[config.mk]
export PLATFORM = sky130hd
export DESIGN_NAME = pswdc_ctrl
export DESIGN_NICKNAME = d
export VERILOG_FILES = /design/src/include/pswdc_pkg.sv /design/src/core/pswdc_ctrl.sv
export VERILOG_INCLUDE_DIRS = /design/src /design/src/include
export SDC_FILE = /design/constraint.sdc
export NUM_CORES = 1
export LEC_CHECK = 0
export BUFFER_PORTS_ARGS = -buffer_cell sky130_fd_sc_hd__buf_2
export CAP_MARGIN = 5
export CORE_ASPECT_RATIO = 0.8
export CORE_MARGIN = 1.5
export CORE_UTILIZATION = 55
export DETAILED_ROUTE_END_ITERATION = 7
export GPL_TIMING_DRIVEN = 0
export PLACE_DENSITY_LB_ADDON = 0.08
export SETUP_SLACK_MARGIN = 0.3
export SLEW_MARGIN = 20
export SYNTH_ARGS = -nofsm -noshare
export SYNTH_HDL_FRONTEND = slang
export SYNTH_SLANG_ARGS = --single-unit
[constraint.sdc]
create_clock -name hclk -period 6.6 [get_ports hclk]
set_input_delay 0 -clock hclk [delete_from_list [all_inputs] [get_ports hclk]]
set_output_delay 0 -clock hclk [all_outputs]
set_load 0.02 [all_outputs]
[src/include/pswdc_map.svh]
// Register offsets, field positions, reset values and timing counts for the power-save block
//
// Contract
// RL1: Interrupt during power-save instruction is held until Sleep/Idle entry completes, then wakes.
// RL2: Power-on reset from supply monitor resets the whole block.
// RL3: Wake pin below input-low threshold in Sleep wakes the device.
// RL4: Wake by the low-power unit sets wake interrupt flag, bit 0 of flag reg 5.
// RL5: Wake control bit 15 enables the wake unit.
// RL6: Wake control bit 13 halts the wake unit in Idle.
// RL7: Wake control bit 8 turns the pin current sink on; the code also requires enable bit 15 for the sink to turn on.
// RL8: Wake control bits 14, 12:9, 7:0 read as zero.
// RL9: Software charges pin, makes it input, enables unit and sink, then sleeps.
// RL10: Sleep-regulator bit clear puts main regulator in standby in Sleep; set keeps full power.
// RL11: Retention regulator enabled only with fuse 0 and retention enable 1.
// RL12: Fuse 0, retention 1, sleep-regulator 0: main regulator off in Sleep.
// RL13: Fuse 1 keeps retention regulator off; sleep-regulator bit alone selects mode.
// RL14: Retention regulator used only in Sleep, never in Run.
// RL15: Wake from retention Sleep re-enables main regulator and waits for supply.
// RL16: Doze enable, clock divider bit 11, slows only the CPU clock.
// RL17: Doze ratio bits 14:12 select 1:1 to 1:128, default 1:1.
// RL18: Doze keeps CPU enable aligned to the peripheral clock.
// RL19: Return-on-interrupt bit 15 makes interrupts restore full CPU speed.
// RL20: Ratio code n divides by two to the power n.
// RL21: Interrupt ending doze clears the doze enable bit.
`ifndef PSWDC_MAP_SVH
`define PSWDC_MAP_SVH

// Byte offsets on the register bus
`define PSWDC_OFS_WAKE_CTRL   8'h00
`define PSWDC_OFS_RESET_CTRL  8'h04
`define PSWDC_OFS_CLK_DIV     8'h08
`define PSWDC_OFS_IFLAG5      8'h0c
`define PSWDC_OFS_STATUS      8'h10

// Field positions
`define PSWDC_WAKE_EN_BIT     15
`define PSWDC_WAKE_SIDL_BIT   13
`define PSWDC_WAKE_SINK_BIT   8
`define PSWDC_RC_RETENTION_ENABLE_BIT    12
`define PSWDC_RC_SLPREG_BIT   8
`define PSWDC_CD_ROI_BIT      15
`define PSWDC_CD_RATIO_HI     14
`define PSWDC_CD_RATIO_LO     12
`define PSWDC_CD_DOZE_ENABLE_BIT    11
`define PSWDC_IF5_WAKE_BIT    0

// Reset values
`define PSWDC_RST_WAKE_CTRL   16'h0000
`define PSWDC_RST_RESET_CTRL  16'h0000
`define PSWDC_RST_CLK_DIV     16'h0000

// Supply settle time after main regulator re-enable
`define PSWDC_SETTLE_NS       2000
`define PSWDC_CLK_NS          10
`define PSWDC_SETTLE_CYC      ((`PSWDC_SETTLE_NS + `PSWDC_CLK_NS - 1) / `PSWDC_CLK_NS)

`endif

[src/include/pswdc_pkg.sv]
// Types shared by the power-save block
package pswdc_pkg;

    typedef enum logic [1:0] {
        PSWDC_MODE_RUN,
        PSWDC_MODE_IDLE,
        PSWDC_MODE_SLEEP
    } pswdc_mode_t;

    typedef enum logic [1:0] {
        PSWDC_REG_FULL,
        PSWDC_REG_STANDBY,
        PSWDC_REG_OFF
    } pswdc_reg_state_t;

    // Regulator control outputs
    typedef struct packed {
        pswdc_reg_state_t main_state;
        logic             retention_on;
        logic             flash_powered;
    } pswdc_regulator_t;

    // Power-save instruction request from the core
    typedef struct packed {
        logic valid;
        logic to_sleep;
    } pswdc_psave_req_t;

endpackage

[src/core/pswdc_ctrl.sv]
// Power-save sequencing, low-power wake, regulator selection and doze divider
`timescale 1ns/100ps
`default_nettype none
`include "pswdc_map.svh"

module pswdc_ctrl
    import pswdc_pkg::*;
(
    // Clock and reset
    input  wire logic              hclk,
    input  wire logic              hresetn,
    // Supply monitor power-on reset
    input  wire logic              por_n,
    // AHB-Lite slave
    input  wire logic              hsel,
    input  wire logic [7:0]        haddr,
    input  wire logic [1:0]        htrans,
    input  wire logic              hwrite,
    input  wire logic [2:0]        hsize,
    input  wire logic [31:0]       hwdata,
    input  wire logic              hready,
    output logic      [31:0]       hrdata,
    output logic                   hreadyout,
    output logic                   hresp,
    // Core side
    input  wire pswdc_psave_req_t  psave_req,
    input  wire logic              irq_pending,
    output logic                   cpu_clk_en,
    output logic                   core_asleep,
    output logic                   wake_event,
    // Fuse and wake pin
    input  wire logic              retention_config_fuse,
    input  wire logic              wake_sense_pin,
    output logic                   wake_sink_on,
    output pswdc_regulator_t       regulator
);

    // ----------------------------------------------------------------
    // Reset and pin synchronisers
    // ----------------------------------------------------------------
    logic       rst_n;
    logic [1:0] pin_sync;
    logic [1:0] fuse_sync;

    // Supply-monitor reset joins bus reset; all state below clears on it
    assign rst_n = hresetn & por_n; // RL2

    // Two-flop synchronisers for the pin and the fuse level
    always_ff @(posedge hclk or negedge rst_n) begin
        if (!rst_n) begin
            pin_sync  <= 2'h3;
            fuse_sync <= 2'h3;
        end else begin
            pin_sync  <= {pin_sync[0], wake_sense_pin};
            fuse_sync <= {fuse_sync[0], retention_config_fuse};
        end
    end

    // ----------------------------------------------------------------
    // Register bus
    // ----------------------------------------------------------------
    logic [15:0] wake_ctrl;
    logic [15:0] reset_ctrl;
    logic [15:0] clk_div;
    logic        wake_flag;
    logic        wr_pend;
    logic [7:0]  wr_addr;
    logic        rd_go;
    logic        set_flag;
    logic        clr_doze;
    pswdc_mode_t mode;
    pswdc_reg_state_t main_state;

    // Zero-wait slave: every transfer completes in one data phase
    assign hreadyout = 1'b1;
    assign hresp     = 1'b0;
    assign rd_go     = hsel & hready & htrans[1] & ~hwrite;

    // Capture address phase of writes
    always_ff @(posedge hclk or negedge rst_n) begin
        if (!rst_n) begin
            wr_pend <= 1'b0;
            wr_addr <= 8'h00;
        end else if (hready) begin
            wr_pend <= hsel & htrans[1] & hwrite;
            wr_addr <= haddr;
        end
    end

    // Wake control: only bits 15, 13, 8 are stored
    always_ff @(posedge hclk or negedge rst_n) begin
        if (!rst_n) begin
            wake_ctrl <= `PSWDC_RST_WAKE_CTRL;
        end else if (wr_pend && wr_addr == `PSWDC_OFS_WAKE_CTRL) begin
            wake_ctrl <= hwdata[15:0] & 16'ha100; // RL8
        end
    end

    // Reset control: retention enable and sleep-regulator bits
    always_ff @(posedge hclk or negedge rst_n) begin
        if (!rst_n) begin
            reset_ctrl <= `PSWDC_RST_RESET_CTRL;
        end else if (wr_pend && wr_addr == `PSWDC_OFS_RESET_CTRL) begin
            reset_ctrl <= hwdata[15:0] & 16'h1100;
        end
    end

    // Clock divider; hardware clear of doze enable wins over a write
    always_ff @(posedge hclk or negedge rst_n) begin
        if (!rst_n) begin
            clk_div <= `PSWDC_RST_CLK_DIV; // RL17
        end else begin
            if (wr_pend && wr_addr == `PSWDC_OFS_CLK_DIV) begin
                clk_div <= hwdata[15:0] & 16'hf800;
            end
            if (clr_doze) begin
                clk_div[`PSWDC_CD_DOZE_ENABLE_BIT] <= 1'b0; // RL21
            end
        end
    end

    // Wake flag: hardware set wins over software clear
    always_ff @(posedge hclk or negedge rst_n) begin
        if (!rst_n) begin
            wake_flag <= 1'b0;
        end else if (set_flag) begin
            wake_flag <= 1'b1; // RL4
        end else if (wr_pend && wr_addr == `PSWDC_OFS_IFLAG5) begin
            wake_flag <= hwdata[`PSWDC_IF5_WAKE_BIT];
        end
    end

    // Read data registered; unmapped offsets read zero
    always_ff @(posedge hclk or negedge rst_n) begin
        if (!rst_n) begin
            hrdata <= 32'h0000_0000;
        end else if (rd_go) begin
            unique case (haddr)
                `PSWDC_OFS_WAKE_CTRL:  hrdata <= {16'h0000, wake_ctrl}; // RL8
                `PSWDC_OFS_RESET_CTRL: hrdata <= {16'h0000, reset_ctrl};
                `PSWDC_OFS_CLK_DIV:    hrdata <= {16'h0000, clk_div};
                `PSWDC_OFS_IFLAG5:     hrdata <= {31'h0, wake_flag};
                `PSWDC_OFS_STATUS:     hrdata <= {26'h0, fuse_sync[1], pin_sync[1],
                                                  main_state, mode};
                default:               hrdata <= 32'h0000_0000;
            endcase
        end
    end

    // ----------------------------------------------------------------
    // Power-save sequencing
    // ----------------------------------------------------------------
    logic wake_unit_live;
    logic pin_low;
    logic ulp_wake;
    logic irq_held;
    logic retention_sel;
    logic [7:0] settle_cnt;
    logic settling;

    assign pin_low = ~pin_sync[1]; // RL3
    // Unit runs when enabled, except in Idle with stop-in-idle set
    assign wake_unit_live = wake_ctrl[`PSWDC_WAKE_EN_BIT] // RL5
                          & ~(mode == PSWDC_MODE_IDLE
                              & wake_ctrl[`PSWDC_WAKE_SIDL_BIT]); // RL6
    assign ulp_wake = wake_unit_live & pin_low & (mode == PSWDC_MODE_SLEEP); // RL3
    assign set_flag = ulp_wake;
    assign wake_sink_on = wake_ctrl[`PSWDC_WAKE_EN_BIT] & wake_ctrl[`PSWDC_WAKE_SINK_BIT]; // RL7
    assign retention_sel = ~fuse_sync[1] & reset_ctrl[`PSWDC_RC_RETENTION_ENABLE_BIT] // RL11 RL13
                         & ~reset_ctrl[`PSWDC_RC_SLPREG_BIT]; // RL12

    // Interrupt seen during entry is parked until the mode is entered
    always_ff @(posedge hclk or negedge rst_n) begin
        if (!rst_n) begin
            irq_held <= 1'b0;
        end else if (psave_req.valid && irq_pending && mode == PSWDC_MODE_RUN) begin
            irq_held <= 1'b1; // RL1
        end else if (mode != PSWDC_MODE_RUN) begin
            irq_held <= 1'b0;
        end
    end

    // Mode tracking; wake from retention waits for the supply to settle
    always_ff @(posedge hclk or negedge rst_n) begin
        if (!rst_n) begin
            mode       <= PSWDC_MODE_RUN;
            settle_cnt <= 8'h00;
            settling   <= 1'b0;
            wake_event <= 1'b0;
        end else begin
            wake_event <= 1'b0;
            if (settling) begin
                if (settle_cnt == 8'h00) begin
                    settling   <= 1'b0;
                    mode       <= PSWDC_MODE_RUN;
                    wake_event <= 1'b1;
                end else begin
                    settle_cnt <= settle_cnt - 8'h01; // RL15
                end
            end else begin
                unique case (mode)
                    PSWDC_MODE_RUN: begin
                        if (psave_req.valid) begin
                            mode <= psave_req.to_sleep ? PSWDC_MODE_SLEEP : PSWDC_MODE_IDLE;
                        end
                    end
                    PSWDC_MODE_IDLE: begin
                        if (irq_pending || irq_held) begin
                            mode       <= PSWDC_MODE_RUN; // RL1
                            wake_event <= 1'b1;
                        end
                    end
                    PSWDC_MODE_SLEEP: begin
                        if (irq_pending || irq_held || ulp_wake) begin
                            if (retention_sel) begin
                                settling   <= 1'b1; // RL15
                                settle_cnt <= 8'(`PSWDC_SETTLE_CYC - 1);
                            end else begin
                                mode       <= PSWDC_MODE_RUN; // RL3
                                wake_event <= 1'b1;
                            end
                        end
                    end
                    default: mode <= PSWDC_MODE_RUN;
                endcase
            end
        end
    end

    // Regulator state during sleep
    always_comb begin
        main_state = PSWDC_REG_FULL;
        if (mode == PSWDC_MODE_SLEEP && !settling) begin
            if (retention_sel) begin
                main_state = PSWDC_REG_OFF; // RL12
            end else if (!reset_ctrl[`PSWDC_RC_SLPREG_BIT]) begin
                main_state = PSWDC_REG_STANDBY; // RL10
            end
        end
    end

    assign regulator.main_state    = main_state;
    assign regulator.retention_on  = retention_sel & (mode == PSWDC_MODE_SLEEP); // RL14
    assign regulator.flash_powered = (mode != PSWDC_MODE_SLEEP)
                                   | reset_ctrl[`PSWDC_RC_SLPREG_BIT]; // RL10
    assign core_asleep = (mode != PSWDC_MODE_RUN);

    // ----------------------------------------------------------------
    // Doze divider
    // ----------------------------------------------------------------
    logic [6:0] doze_cnt;
    logic [6:0] doze_top;

    // Code n divides by 2**n
    assign doze_top = 7'((8'h01 << clk_div[`PSWDC_CD_RATIO_HI:`PSWDC_CD_RATIO_LO]) - 8'h01); // RL20
    // Return-on-interrupt drops doze at once on any pending interrupt
    assign clr_doze = clk_div[`PSWDC_CD_ROI_BIT] & clk_div[`PSWDC_CD_DOZE_ENABLE_BIT]
                    & irq_pending; // RL19

    // Counter runs on the peripheral clock so CPU enables stay aligned to it
    always_ff @(posedge hclk or negedge rst_n) begin
        if (!rst_n) begin
            doze_cnt <= 7'h00;
        end else if (!clk_div[`PSWDC_CD_DOZE_ENABLE_BIT] || doze_cnt >= doze_top) begin
            doze_cnt <= 7'h00; // RL18
        end else begin
            doze_cnt <= doze_cnt + 7'h01;
        end
    end

    // Only the CPU enable is thinned; peripherals keep hclk
    assign cpu_clk_en = (mode == PSWDC_MODE_RUN) & ~settling
                      & (~clk_div[`PSWDC_CD_DOZE_ENABLE_BIT] | clr_doze
                         | doze_cnt == 7'h00); // RL16 RL17

    // ----------------------------------------------------------------
    // Assertions
    // ----------------------------------------------------------------
    property p_flag_on_wake;
        @(posedge hclk) disable iff (!rst_n) ulp_wake |=> wake_flag;
    endproperty
    a_flag_on_wake: assert property (p_flag_on_wake) else $error("wake flag not set"); // RL4

    property p_unused_zero;
        @(posedge hclk) disable iff (!rst_n)
            (rd_go && haddr == `PSWDC_OFS_WAKE_CTRL) |=> (hrdata[15:0] & 16'h5eff) == 16'h0000;
    endproperty
    a_unused_zero: assert property (p_unused_zero) else $error("unused bits nonzero"); // RL8

    property p_sink;
        @(posedge hclk) disable iff (!rst_n)
            wake_sink_on |-> wake_ctrl[`PSWDC_WAKE_SINK_BIT] && wake_ctrl[`PSWDC_WAKE_EN_BIT];
    endproperty
    a_sink: assert property (p_sink) else $error("sink on without enable"); // RL7

    property p_idle_stop;
        @(posedge hclk) disable iff (!rst_n)
            (mode == PSWDC_MODE_IDLE && wake_ctrl[`PSWDC_WAKE_SIDL_BIT]) |-> !wake_unit_live;
    endproperty
    a_idle_stop: assert property (p_idle_stop) else $error("unit live in idle"); // RL6

    property p_ret_fuse;
        @(posedge hclk) disable iff (!rst_n) fuse_sync[1] |-> !regulator.retention_on;
    endproperty
    a_ret_fuse: assert property (p_ret_fuse) else $error("retention with fuse set"); // RL13

    property p_ret_run;
        @(posedge hclk) disable iff (!rst_n)
            (mode == PSWDC_MODE_RUN) |-> !regulator.retention_on && main_state == PSWDC_REG_FULL;
    endproperty
    a_ret_run: assert property (p_ret_run) else $error("retention used in run"); // RL14

    property p_settle;
        @(posedge hclk) disable iff (!rst_n)
            $rose(settling) |-> !cpu_clk_en [*8];
    endproperty
    a_settle: assert property (p_settle) else $error("cpu ran before settle"); // RL15

    property p_held_wake;
        @(posedge hclk) disable iff (!rst_n)
            (irq_held && mode == PSWDC_MODE_IDLE) |=> mode == PSWDC_MODE_RUN;
    endproperty
    a_held_wake: assert property (p_held_wake) else $error("held irq did not wake"); // RL1

    property p_roi;
        @(posedge hclk) disable iff (!rst_n) clr_doze |=> !clk_div[`PSWDC_CD_DOZE_ENABLE_BIT];
    endproperty
    a_roi: assert property (p_roi) else $error("doze not cleared"); // RL21

    property p_doze_period;
        @(posedge hclk) disable iff (!rst_n)
            (clk_div[15:11] == 5'h03 && cpu_clk_en && $stable(clk_div))
            |=> !cpu_clk_en [*1] ##1 cpu_clk_en || !clk_div[`PSWDC_CD_DOZE_ENABLE_BIT];
    endproperty
    a_doze_period: assert property (p_doze_period) else $error("doze 1:2 wrong"); // RL20

endmodule

`default_nettype wire

Yosys cells after proc, flatten, opt, wreduce, memory -nomap -nowiden
Index checks and enable logic that the tools add are counted.
{"block": "word_totals", "latchBits": 0, "n_memories": 0, "output_inout_bits": 42, "input_bits": 56, "mem_bits_ro": 0, "ram_bits": 0, "word_cells": 126, "register_bits": 76}
{"block": "classes", "bitwise": 28, "n_lt_le_gt_ge": 1, "reduce_logical": 26, "shift": 1, "n_div": 0, "eq_ne": 16, "n_mux": 35, "multipliers": 0, "n_addsub": 3}
{"op": "$pmux W16 S5", "count": 1}
{"op": "$mux W8", "count": 5}
{"op": "$eq A8 B4 Y1 const B", "count": 4}
{"op": "$logic_not A8 Y1", "count": 3}
{"op": "$and A1 B1 Y1", "count": 18}
{"op": "$mux W2", "count": 9}
{"op": "$eq A8 B3 Y1 const B", "count": 2}
{"op": "$mux W1", "count": 16}
{"op": "$reduce_bool A2 Y1", "count": 7}
{"op": "$mux W12", "count": 1}
{"op": "$ne A3 B3 Y1 const B", "count": 3}
{"op": "$eq A8 B5 Y1 const B", "count": 1}
{"op": "$sub A8 B1 Y8 const B", "count": 1}
{"op": "$add A7 B1 Y7 const B", "count": 1}
{"op": "$ge A7 B7 Y1", "count": 1}
{"op": "$logic_and A1 B1 Y1", "count": 7}
{"op": "$logic_not A7 Y1", "count": 1}
{"op": "$mux W7", "count": 1}
{"op": "$not A1 Y1", "count": 7}
{"op": "$shl A1 B3 Y7 const A", "count": 1}
{"op": "$sub A7 B1 Y7 const B", "count": 1}
{"op": "$pmux W2 S3", "count": 1}
{"op": "$reduce_and A5 Y1", "count": 1}
{"op": "$ne A2 B2 Y1 const B", "count": 2}
{"op": "other kinds (10)", "count": 15}

Logic depth before layout (Yosys ltp)
Gate-level depths: netlist (run 1).
{"block": "depth", "word_depth": 10, "mapped_depth": 12, "mapped_depth_nobuf": 11}

Worst setup path before layout (run 1)
No wires, ideal clock.
{"block": "synth_path", "path_type": "register to register", "from": "register clk_div[12]", "to": "register doze_cnt[5]", "n_path_buf": 2, "path_slack_ps": 4131, "setup_time_ps": 78, "t_arrival_ps": 2391, "stages_incl_launch_ff": 13, "period_less_slack_ps": 2469, "t_required_ps": 6522, "cell_sequence": "dfrtp_1 clkbuf_1 or3_1 ha_1 clkbuf_1 nor3_1 a21oi_1 o21a_1 ha_1 a21o_1 a21oi_1 o21ai_0 a21oi_1"}
{"block": "synth_between", "elab_chain_cells": 5}
{"element": "from (decl)", "line_no": "pswdc_ctrl.sv:64", "text": "logic [15:0] clk_div;"}
{"element": "from (signal assigned)", "line_no": "pswdc_ctrl.sv:111", "text": "clk_div <= `PSWDC_RST_CLK_DIV;"}
{"element": "from (signal assigned)", "line_no": "pswdc_ctrl.sv:114", "text": "clk_div <= hwdata[15:0] & 16'hf800;"}
{"element": "$shl A1 B3 Y7", "line_no": "pswdc_ctrl.sv:255", "text": "assign doze_top = 7'((8'h01 << clk_div[`PSWDC_CD_RATIO_HI:`PSWDC_CD_RATIO_LO]) - 8'h01);"}
{"element": "$sub A7 B1 Y7", "line_no": "pswdc_ctrl.sv:255"}
{"element": "$ge A7 B7 Y1", "line_no": "pswdc_ctrl.sv:264", "text": "end else if (!clk_div[`PSWDC_CD_DOZE_ENABLE_BIT] || doze_cnt >= doze_top) begin"}
{"element": "$logic_or A1 B1 Y1", "line_no": "pswdc_ctrl.sv:264"}
{"element": "$mux W7", "line_no": "pswdc_ctrl.sv:264"}
{"element": "to (signal assigned)", "line_no": "pswdc_ctrl.sv:267", "text": "doze_cnt <= doze_cnt + 7'h01;"}
{"element": "to (decl)", "line_no": "pswdc_ctrl.sv:251", "text": "logic [6:0] doze_cnt;"}
No other way between the ends.
A chain may end at the register's enable or synchronous reset.

Worst setup path after layout (run 1)
{"block": "layout_path", "from": "register clk_div[12]", "to": "register doze_cnt[6]"}
Same word-level chain as after synthesis.

==> results_dict.tcl, run 1 <==
set metrics [dict create \
    hold_path_startpoint "haddr[2]" \
    cp-start-kind "flop" \
    final_common_cell "dfrtp_1" \
    final_area_sq_um 3840 \
    powerDensity_nw_per_um2 170 \
    antenna_found_initial 0 \
    gp_congestion 0.839 \
    async_flop_share_pct 100 \
    hold_path_end "hrdata[15]" \
    relSlewSlack_pct 45.5 \
    initial_core_util_pct 56.9 \
    worst_pin_slew_ps 812 \
    vias_per_cell 5.16 \
    cts.clk_slew.worst_paths_ps 110 \
    synth_edf_count 0 \
    syn_area_sq_um 3110 \
    reg2reg_to "doze_cnt[6]" \
    ys_types 51 \
    avgSynthCellArea_sq_um 10.5 \
    cts_sinks 56 \
    rsz0062_at_grt "no" \
    nNetsFinal 461 \
    die_h_um 70.3 \
    cts_max_path_buffers 2 \
    wl_um 6330 \
    clkLatencyLatePin_ps 320 \
    grt_pass1_wl_um 10800 \
    rows 24 \
    setup-tns-final_ps 0 \
    finalCritPeriodShare_pct 43.1 \
    insertedDiodeCount 0 \
    worst-path-max-fanout 8 \
    synthFlopType "dfrtp_1" \
    min_path_type "input port to flop" \
    coreArea_sq_um 5470 \
    track_usage_pct 22.7 \
    arrival_ps 3090 \
    final_cell_mix "52 x dfrtp_1, 45 x buf_2, 26 x nand2_1" \
    grt_overflow 0 \
    wl_per_cell_um 13.5 \
    period_minus_slack_ps 2840 \
    setup_violations 0 \
    yosysSeqAreaShare_pct 45.2 \
    cts_tree "done" \
    status "complete, no violations" \
    htree_num_levels 2 \
    dpl_cell_area_sq_um 3530 \
    maxCapViolations 0 \
    ys_seq_elements 56 \
    vdd_drop_max_uv 166 \
    ios 98 \
    worstPathRequired_ps 6840 \
    holdPathStages 2 \
    grt_pass1_vias 2320 \
    fmax_mhz 352 \
    dp_hpwl_um 4730 \
    layout-drive-gt1-share_pct 27.4 \
    reg2reg_depth 12 \
    hold_viol 0 \
    vias 2418 \
    first_pass_iters 4 \
    worst-r2r-setup-slack_ps 3760 \
    p_clk_share_pct 29.6 \
    portBuffers 44 \
    power.internal_uw 476 \
    p_leak_nw 1.87 \
    ant_nets 0 \
    cpMostUsedCell "a21oi_1" \
    dr.first_iter.drc_count 80 \
    crit_path_end_kind "flop" \
    combPwrFrac_pct 14.3 \
    slowest_stage "a21oi_1" \
    drcViolationCount 0 \
    syn_to_final_growth_pct 23.6 \
    rr_startpoint "clk_div[12]" \
    crit_path_cell_trace "clkbuf_1 > or3_1 > ha_1 > clkbuf_1 > nor3_1 > a21oi_1 > o21a_1 > ha_1 > a21o_1 > a21oi_1 > o21ai_0 > a21oi_1" \
    power.switching_uw 176 \
    final.setup_skew_ps 8.94 \
    numCtsBuffers 5 \
    p_seq_share_pct 56.1 \
    drv_slew 0 \
    cts_root_buf "clkbuf_8" \
    yosys_warnings 0 \
    crit_type "flop to flop" \
    chipWidth_um 87.1 \
    die-area_sq_um 6120 \
    cts_resized 0 \
    syn_inst 296 \
    swShare_pct 27.0 \
    worst_path_largest_cell_delay_ps 440 \
    grt_max_degree 48 \
]
==> cell type report <==
cell class | count | area, sq um
Inverter | 16 | 60.1
Timing Repair Buffer | 67 | 468
Fill cell | 421 | 1620
Sequential cell | 56 | 1410
Tap cell | 78 | 97.6
Multi-Input combinational cell | 213 | 1520
Clock buffer | 5 | 68.8
Buffer | 31 | 204
Clock inverter | 3 | 21.3
==> worst max path at each step <==
stage               depth (start not counted)  slack, ps        start           to
finish                                     12       3760  clk_div[12]  doze_cnt[6]
CTS                                        12       3770  clk_div[12]  doze_cnt[6]
global placement                           12       3880  clk_div[12]  doze_cnt[5]
floorplan                                  12       4130  clk_div[12]  doze_cnt[5]
detailed placement                         12       3790  clk_div[12]  doze_cnt[5]
global route                               12       3530  clk_div[12]  doze_cnt[6]
==> Yosys cell counts (3+ instances only) <==
cell	number	share of area, %
clkbuf_1	7	0.85
o21ai_0	11	1.8
nor3b_1	3	0.72
o31ai_1	3	0.72
a22o_1	6	1.7
nand4_1	4	0.80
mux2i_1	4	1.3
and2_1	3	0.60
nor2_1	12	1.4
xnor2_1	5	1.4
nor3_1	8	1.3
o21a_1	4	0.97
xor2_1	3	0.85
nand4b_1	3	0.85
mux2_2	17	6.2
a21oi_1	14	2.3
dfstp_2	4	3.4
dfrtp_1	52	42
nand2_1	26	3.1
nand3_1	3	0.48
nand2b_1	9	1.8
nor2b_1	4	0.80
buf_4	23	5.6
inv_1	16	1.9
a211oi_1	3	0.72
ha_1	15	6.0
o211ai_1	4	0.97
==> sequential cells by signal (all words and copies together), names as in the netlist <==
| name | cells |
|---|---|
| mode | 2 |
| doze_cnt | 7 |
| settling | 1 |
| clk_div | 5 |
| irq_held | 1 |
| wr_addr | 8 |
| wake_ctrl | 3 |
| hrdata | 12 |
| fuse_sync | 2 |
| reset_ctrl | 2 |
| settle_cnt | 8 |
| wr_pend | 1 |
| wake_flag | 1 |
| wake_event | 1 |
| pin_sync | 2 |
==> stage by stage <==
stage	instances	total power [mW]	setup slack, ps	hold WS (ps)	utilization, %
final	469	0.652	3760	146	70.3
after global routing	469	0.680	3530	157	70.3
after CTS	469	0.657	3770	141	70.3
after detailed placement	439	0.455	3790	-26.8	64.6
after global placement	438	0.450	3880	105	64.1
after floorplan	316	0.430	4130	4.48	-
==> timing repair <==
action | CTS | global route
setup endpoints to repair | 0 | 0
buffers inserted | 0 | 0
hold buffers | 22 | 0
hold endpoints to repair | 74 | 0
==> cell families (layout without fill, tap and decap cells) <==
family	count (synthesis)	count (layout)	synth area share [%]
and+or+nand+nor	86	86	15.0
AOI/OAI and AO/OA	60	60	14.8
DFF	56	56	45.2
buffers and inverters	47	122	8.49
muxes	22	22	7.93
adders and majority gates	15	15	6.04
xor gates and xnor gates	8	8	2.25
other	2	22	0.242
==> metal layers <==
layer	vias up	share of wire [%]	GRT usage (%)
met2	71	43	33.9
met5	-	0	0
met4	0	1.0	6.27
met1	1146	51	33.7
li1	1195	-	-
met3	6	4.9	4.49
==> power by group through the flow <==
stage,combinational (mW),sequential (mW),clock [mW]
2_1_floorplan,0.0613,0.369,0
3_3_place_gp,0.0784,0.371,0
3_5_place_dp,0.0827,0.372,0
4_1_cts,0.0931,0.365,0.198
5_1_grt,0.104,0.367,0.209
6_report,0.0931,0.366,0.193
==> critical path, delay by kind of cell, from the launching register on <==
family	cells	cell delay, ps
simple gates	2	570
compound gates	6	1150
buf+inv	2	350
fa+ha+maj	2	360
flops	1	370
(Power assumes the default switching activity.)
==> run 2, diff against run 1 <==
ABC_AREA = 1   (was unset)
CORE_UTILIZATION = 47   (was 55)
clock period = 2.3 ns   (was 6.6 ns; I/O delays follow)
==> run 2 against run 1 <==
Clock skew fell by 0.55 ps; critical path depth fell by 1; non-clock buffer count rose by 11.
==> results_dict.tcl, run 2 <==
set metrics [dict create \
    finalPower_mw 2.53 \
    fill_cells 587 \
    holdPathStages 2 \
    grt_overflow 0 \
    async_flop_share_pct 100 \
    dr.first_iter.drc_count 158 \
    instances_no_fill 612 \
    dp_cells 569 \
    rows 26 \
    avgSynthCellArea_sq_um 7.76 \
    reg2reg_depth 11 \
    cp-start-kind "flop" \
    ys_seq_elements 56 \
    status "complete, no violations" \
    yosys_warnings 0 \
    finalCritPeriodShare_pct 89.0 \
    hold_path_startpoint "hready" \
    rr_startpoint "clk_div[12]" \
    cts_sinks 56 \
    use_met3_pct 4.31 \
    reg_top3 "hrdata (12), settle_cnt (8), wr_addr (8)" \
    clkLatencyLatePin_ps 320 \
    crit_path_cell_trace "nor2_4 > nand2_2 > ha_4 > nand3_1 > o211ai_1 > ha_1 > a21o_1 > nor2_1 > nand4_1 > buf_6 > nor2_2" \
    drcViolationCount 0 \
    grt_pass1_wl_um 12400 \
    min_path_type "input port to flop" \
    wl_per_cell_um 12.1 \
    gp_congestion 0.815 \
    die-area_sq_um 7440 \
    antenna_found_initial 0 \
    synth_top_area_share_pct 39.9 \
    synth_edf_count 0 \
    ys_types 32 \
    synth_most_common_cell "nand2_1" \
    htree_num_levels 2 \
    final_cell_mix "116 x nand2_1, 49 x dfrtp_1, 47 x buf_2" \
    insertedDiodeCount 0 \
    cts_tree "done" \
    regMostFlops "hrdata" \
    grt_busiest_layer "met1" \
    chipWidth_um 96.1 \
    syn_area_sq_um 3260 \
    ios 98 \
    ant_nets 0 \
    coreArea_sq_um 6540 \
    seq_area_sq_um 1410 \
    nNetsFinal 598 \
    syn_inst 420 \
    worst_path_largest_cell_delay_ps 470 \
    grt_pass1_vias 2593 \
    crit_path_end_kind "flop" \
    track_usage_pct 21.4 \
    p_leak_nw 2.30 \
    drv_slew 0 \
    reg2reg_to "doze_cnt[1]" \
    powerDensity_nw_per_um2 608 \
    wl_um 7400 \
    multiInputGateArea_sq_um 1580 \
    numCtsBuffers 5 \
    worst_pin_slew_ps 696 \
    first_pass_iters 4 \
    yosys-top-cells-area "dfrtp_1 40%, nand2_1 14%, nand3_1 6.1%, ha_1 5.8%, buf_4 5.5%" \
    hold_viol 0 \
    layout-drive-gt1-share_pct 23.9 \
    cts_max_path_buffers 2 \
    largest_reg_flops 12 \
    fmax_mhz 489 \
    portBuffers 45 \
    vias 2894 \
    rsz0062_at_grt "yes" \
    initial_core_util_pct 49.8 \
    final.setup_skew_ps 8.39 \
    netlist_top_cells_count "118 x nand2_1, 52 x dfrtp_1, 45 x inv_1" \
    vdd_drop_max_uv 369 \
    grtUsageMet1_pct 32.6 \
    grt_use_met2_pct 30.4 \
    synthFlopType "dfrtp_1" \
    grt_max_degree 57 \
    cts_root_buf "clkbuf_8" \
    worst-r2r-setup-slack_ps 250 \
    die_h_um 77.5 \
    vias_per_cell 4.73 \
    hold_path_end "wr_addr[7]" \
    slowest_stage "dfrtp_2" \
    syn_to_final_growth_pct 28.0 \
    arrival_ps 2300 \
    period_minus_slack_ps 2050 \
    cts.clk_slew.worst_paths_ps 100 \
    yosysSeqAreaShare_pct 43.2 \
    relSlewSlack_pct 53.6 \
    worstPathRequired_ps 2560 \
    final_common_cell "nand2_1" \
    dp_hpwl_um 5310 \
    crit_type "flop to flop" \
    setup_violations 0 \
    worst-path-max-fanout 7 \
    maxCapViolations 0 \
    synth_top_cell_by_area "dfrtp_1" \
]
==> run 2: changes by cell type in the layout (fill, tap and decap cells not counted), moves of 9 or more <==
cell      previous run  this run
inv_1               16        42
a21oi_1             14         5
mux2_2              17         0
buf_4               23        33
nand2_1             26       116
nor2_1              12        38
nand2b_1             9         0
nand3_1              3        39
==> run 2: how the worst max path moves through the flow <==
| stage | from | end | slack, ps | cells after the start |
|---|---|---|---|---|
| floorplan | clk_div[14] | doze_cnt[0] | 310 | 11 |
| global placement | clk_div[13] | doze_cnt[0] | 20 | 11 |
| detailed placement | clk_div[13] | doze_cnt[0] | -9 | 11 |
| CTS | clk_div[13] | doze_cnt[1] | 280 | 12 |
| global route | clk_div[12] | doze_cnt[1] | 160 | 13 |
| finish | clk_div[12] | doze_cnt[1] | 250 | 11 |
==> run 2: kinds of logic (layout without fill, tap and decap cells) <==
group / Yosys count / count (layout) / synth area share, %
AO/OA/AOI/OAI: 34 / 34 / 5.80
XOR/XNOR: 8 / 8 / 2.15
adder cells (fa/ha/maj): 15 / 15 / 5.76
buffers and inverters: 76 / 164 / 12.1
flip-flops: 56 / 56 / 43.2
other: 2 / 22 / 0.231
AND/OR/NAND/NOR: 229 / 229 / 30.8
==> run 2: final cells by class <==
type                       instances  area share [%]
timing repair buffer              80            13.3
sequential                        56            33.8
clock buffer                       6            1.98
buffer                            29            5.19
tap                               84            2.52
inverter                          47            4.29
multi-input combinational        308            38.0
clock inverter                     2           0.930
==> run 2: power breakdown <==
group	switching [mW]	total, mW	internal [mW]
clock network	0.338	0.694	0.357
logic	0.430	0.708	0.278
registers	0.0686	1.13	1.06
total	0.836	2.53	1.70
==> run 2: per-stage QoR <==
step	util [%]	area (sq um)	hold WS, ps	worst slack (ps)	setup TNS (ps)
finish	63.8	4170	2.17	254	0
global route	63.8	4170	12.8	156	0
CTS	63.5	4150	1.71	282	0
detailed placement	56.2	3670	108	-9.40	-18.0
global placement	56.1	3670	105	24.1	0
floorplan	-	3340	4.48	305	0
==> run 2: worst max-delay path: cells and delay by family, from the launching register on <==
family | cells | cell delay (ps)
flops | 1 | 470
buf+inv | 1 | 160
simple gates | 6 | 570
fa+ha+maj | 2 | 530
compound gates | 2 | 270
==> run 2: per-layer routing <==
metal / share of wire [%] / vias to the layer above / routed length (um)
li1: - / 1502 / -
met1: 50 / 1292 / 3680
met2: 43 / 91 / 3170
met3: 6.4 / 9 / 475
met4: 0.97 / 0 / 72
met5: 0 / - / 0
==> run 2: what timing repair did <==
item	in CTS	in global routing
pin swaps	10	5
setup endpoints to repair	7	7
endpoints found under the hold margin	76	0
hold buffers	25	0
buffers inserted	9	1
gates resized for setup	12	4
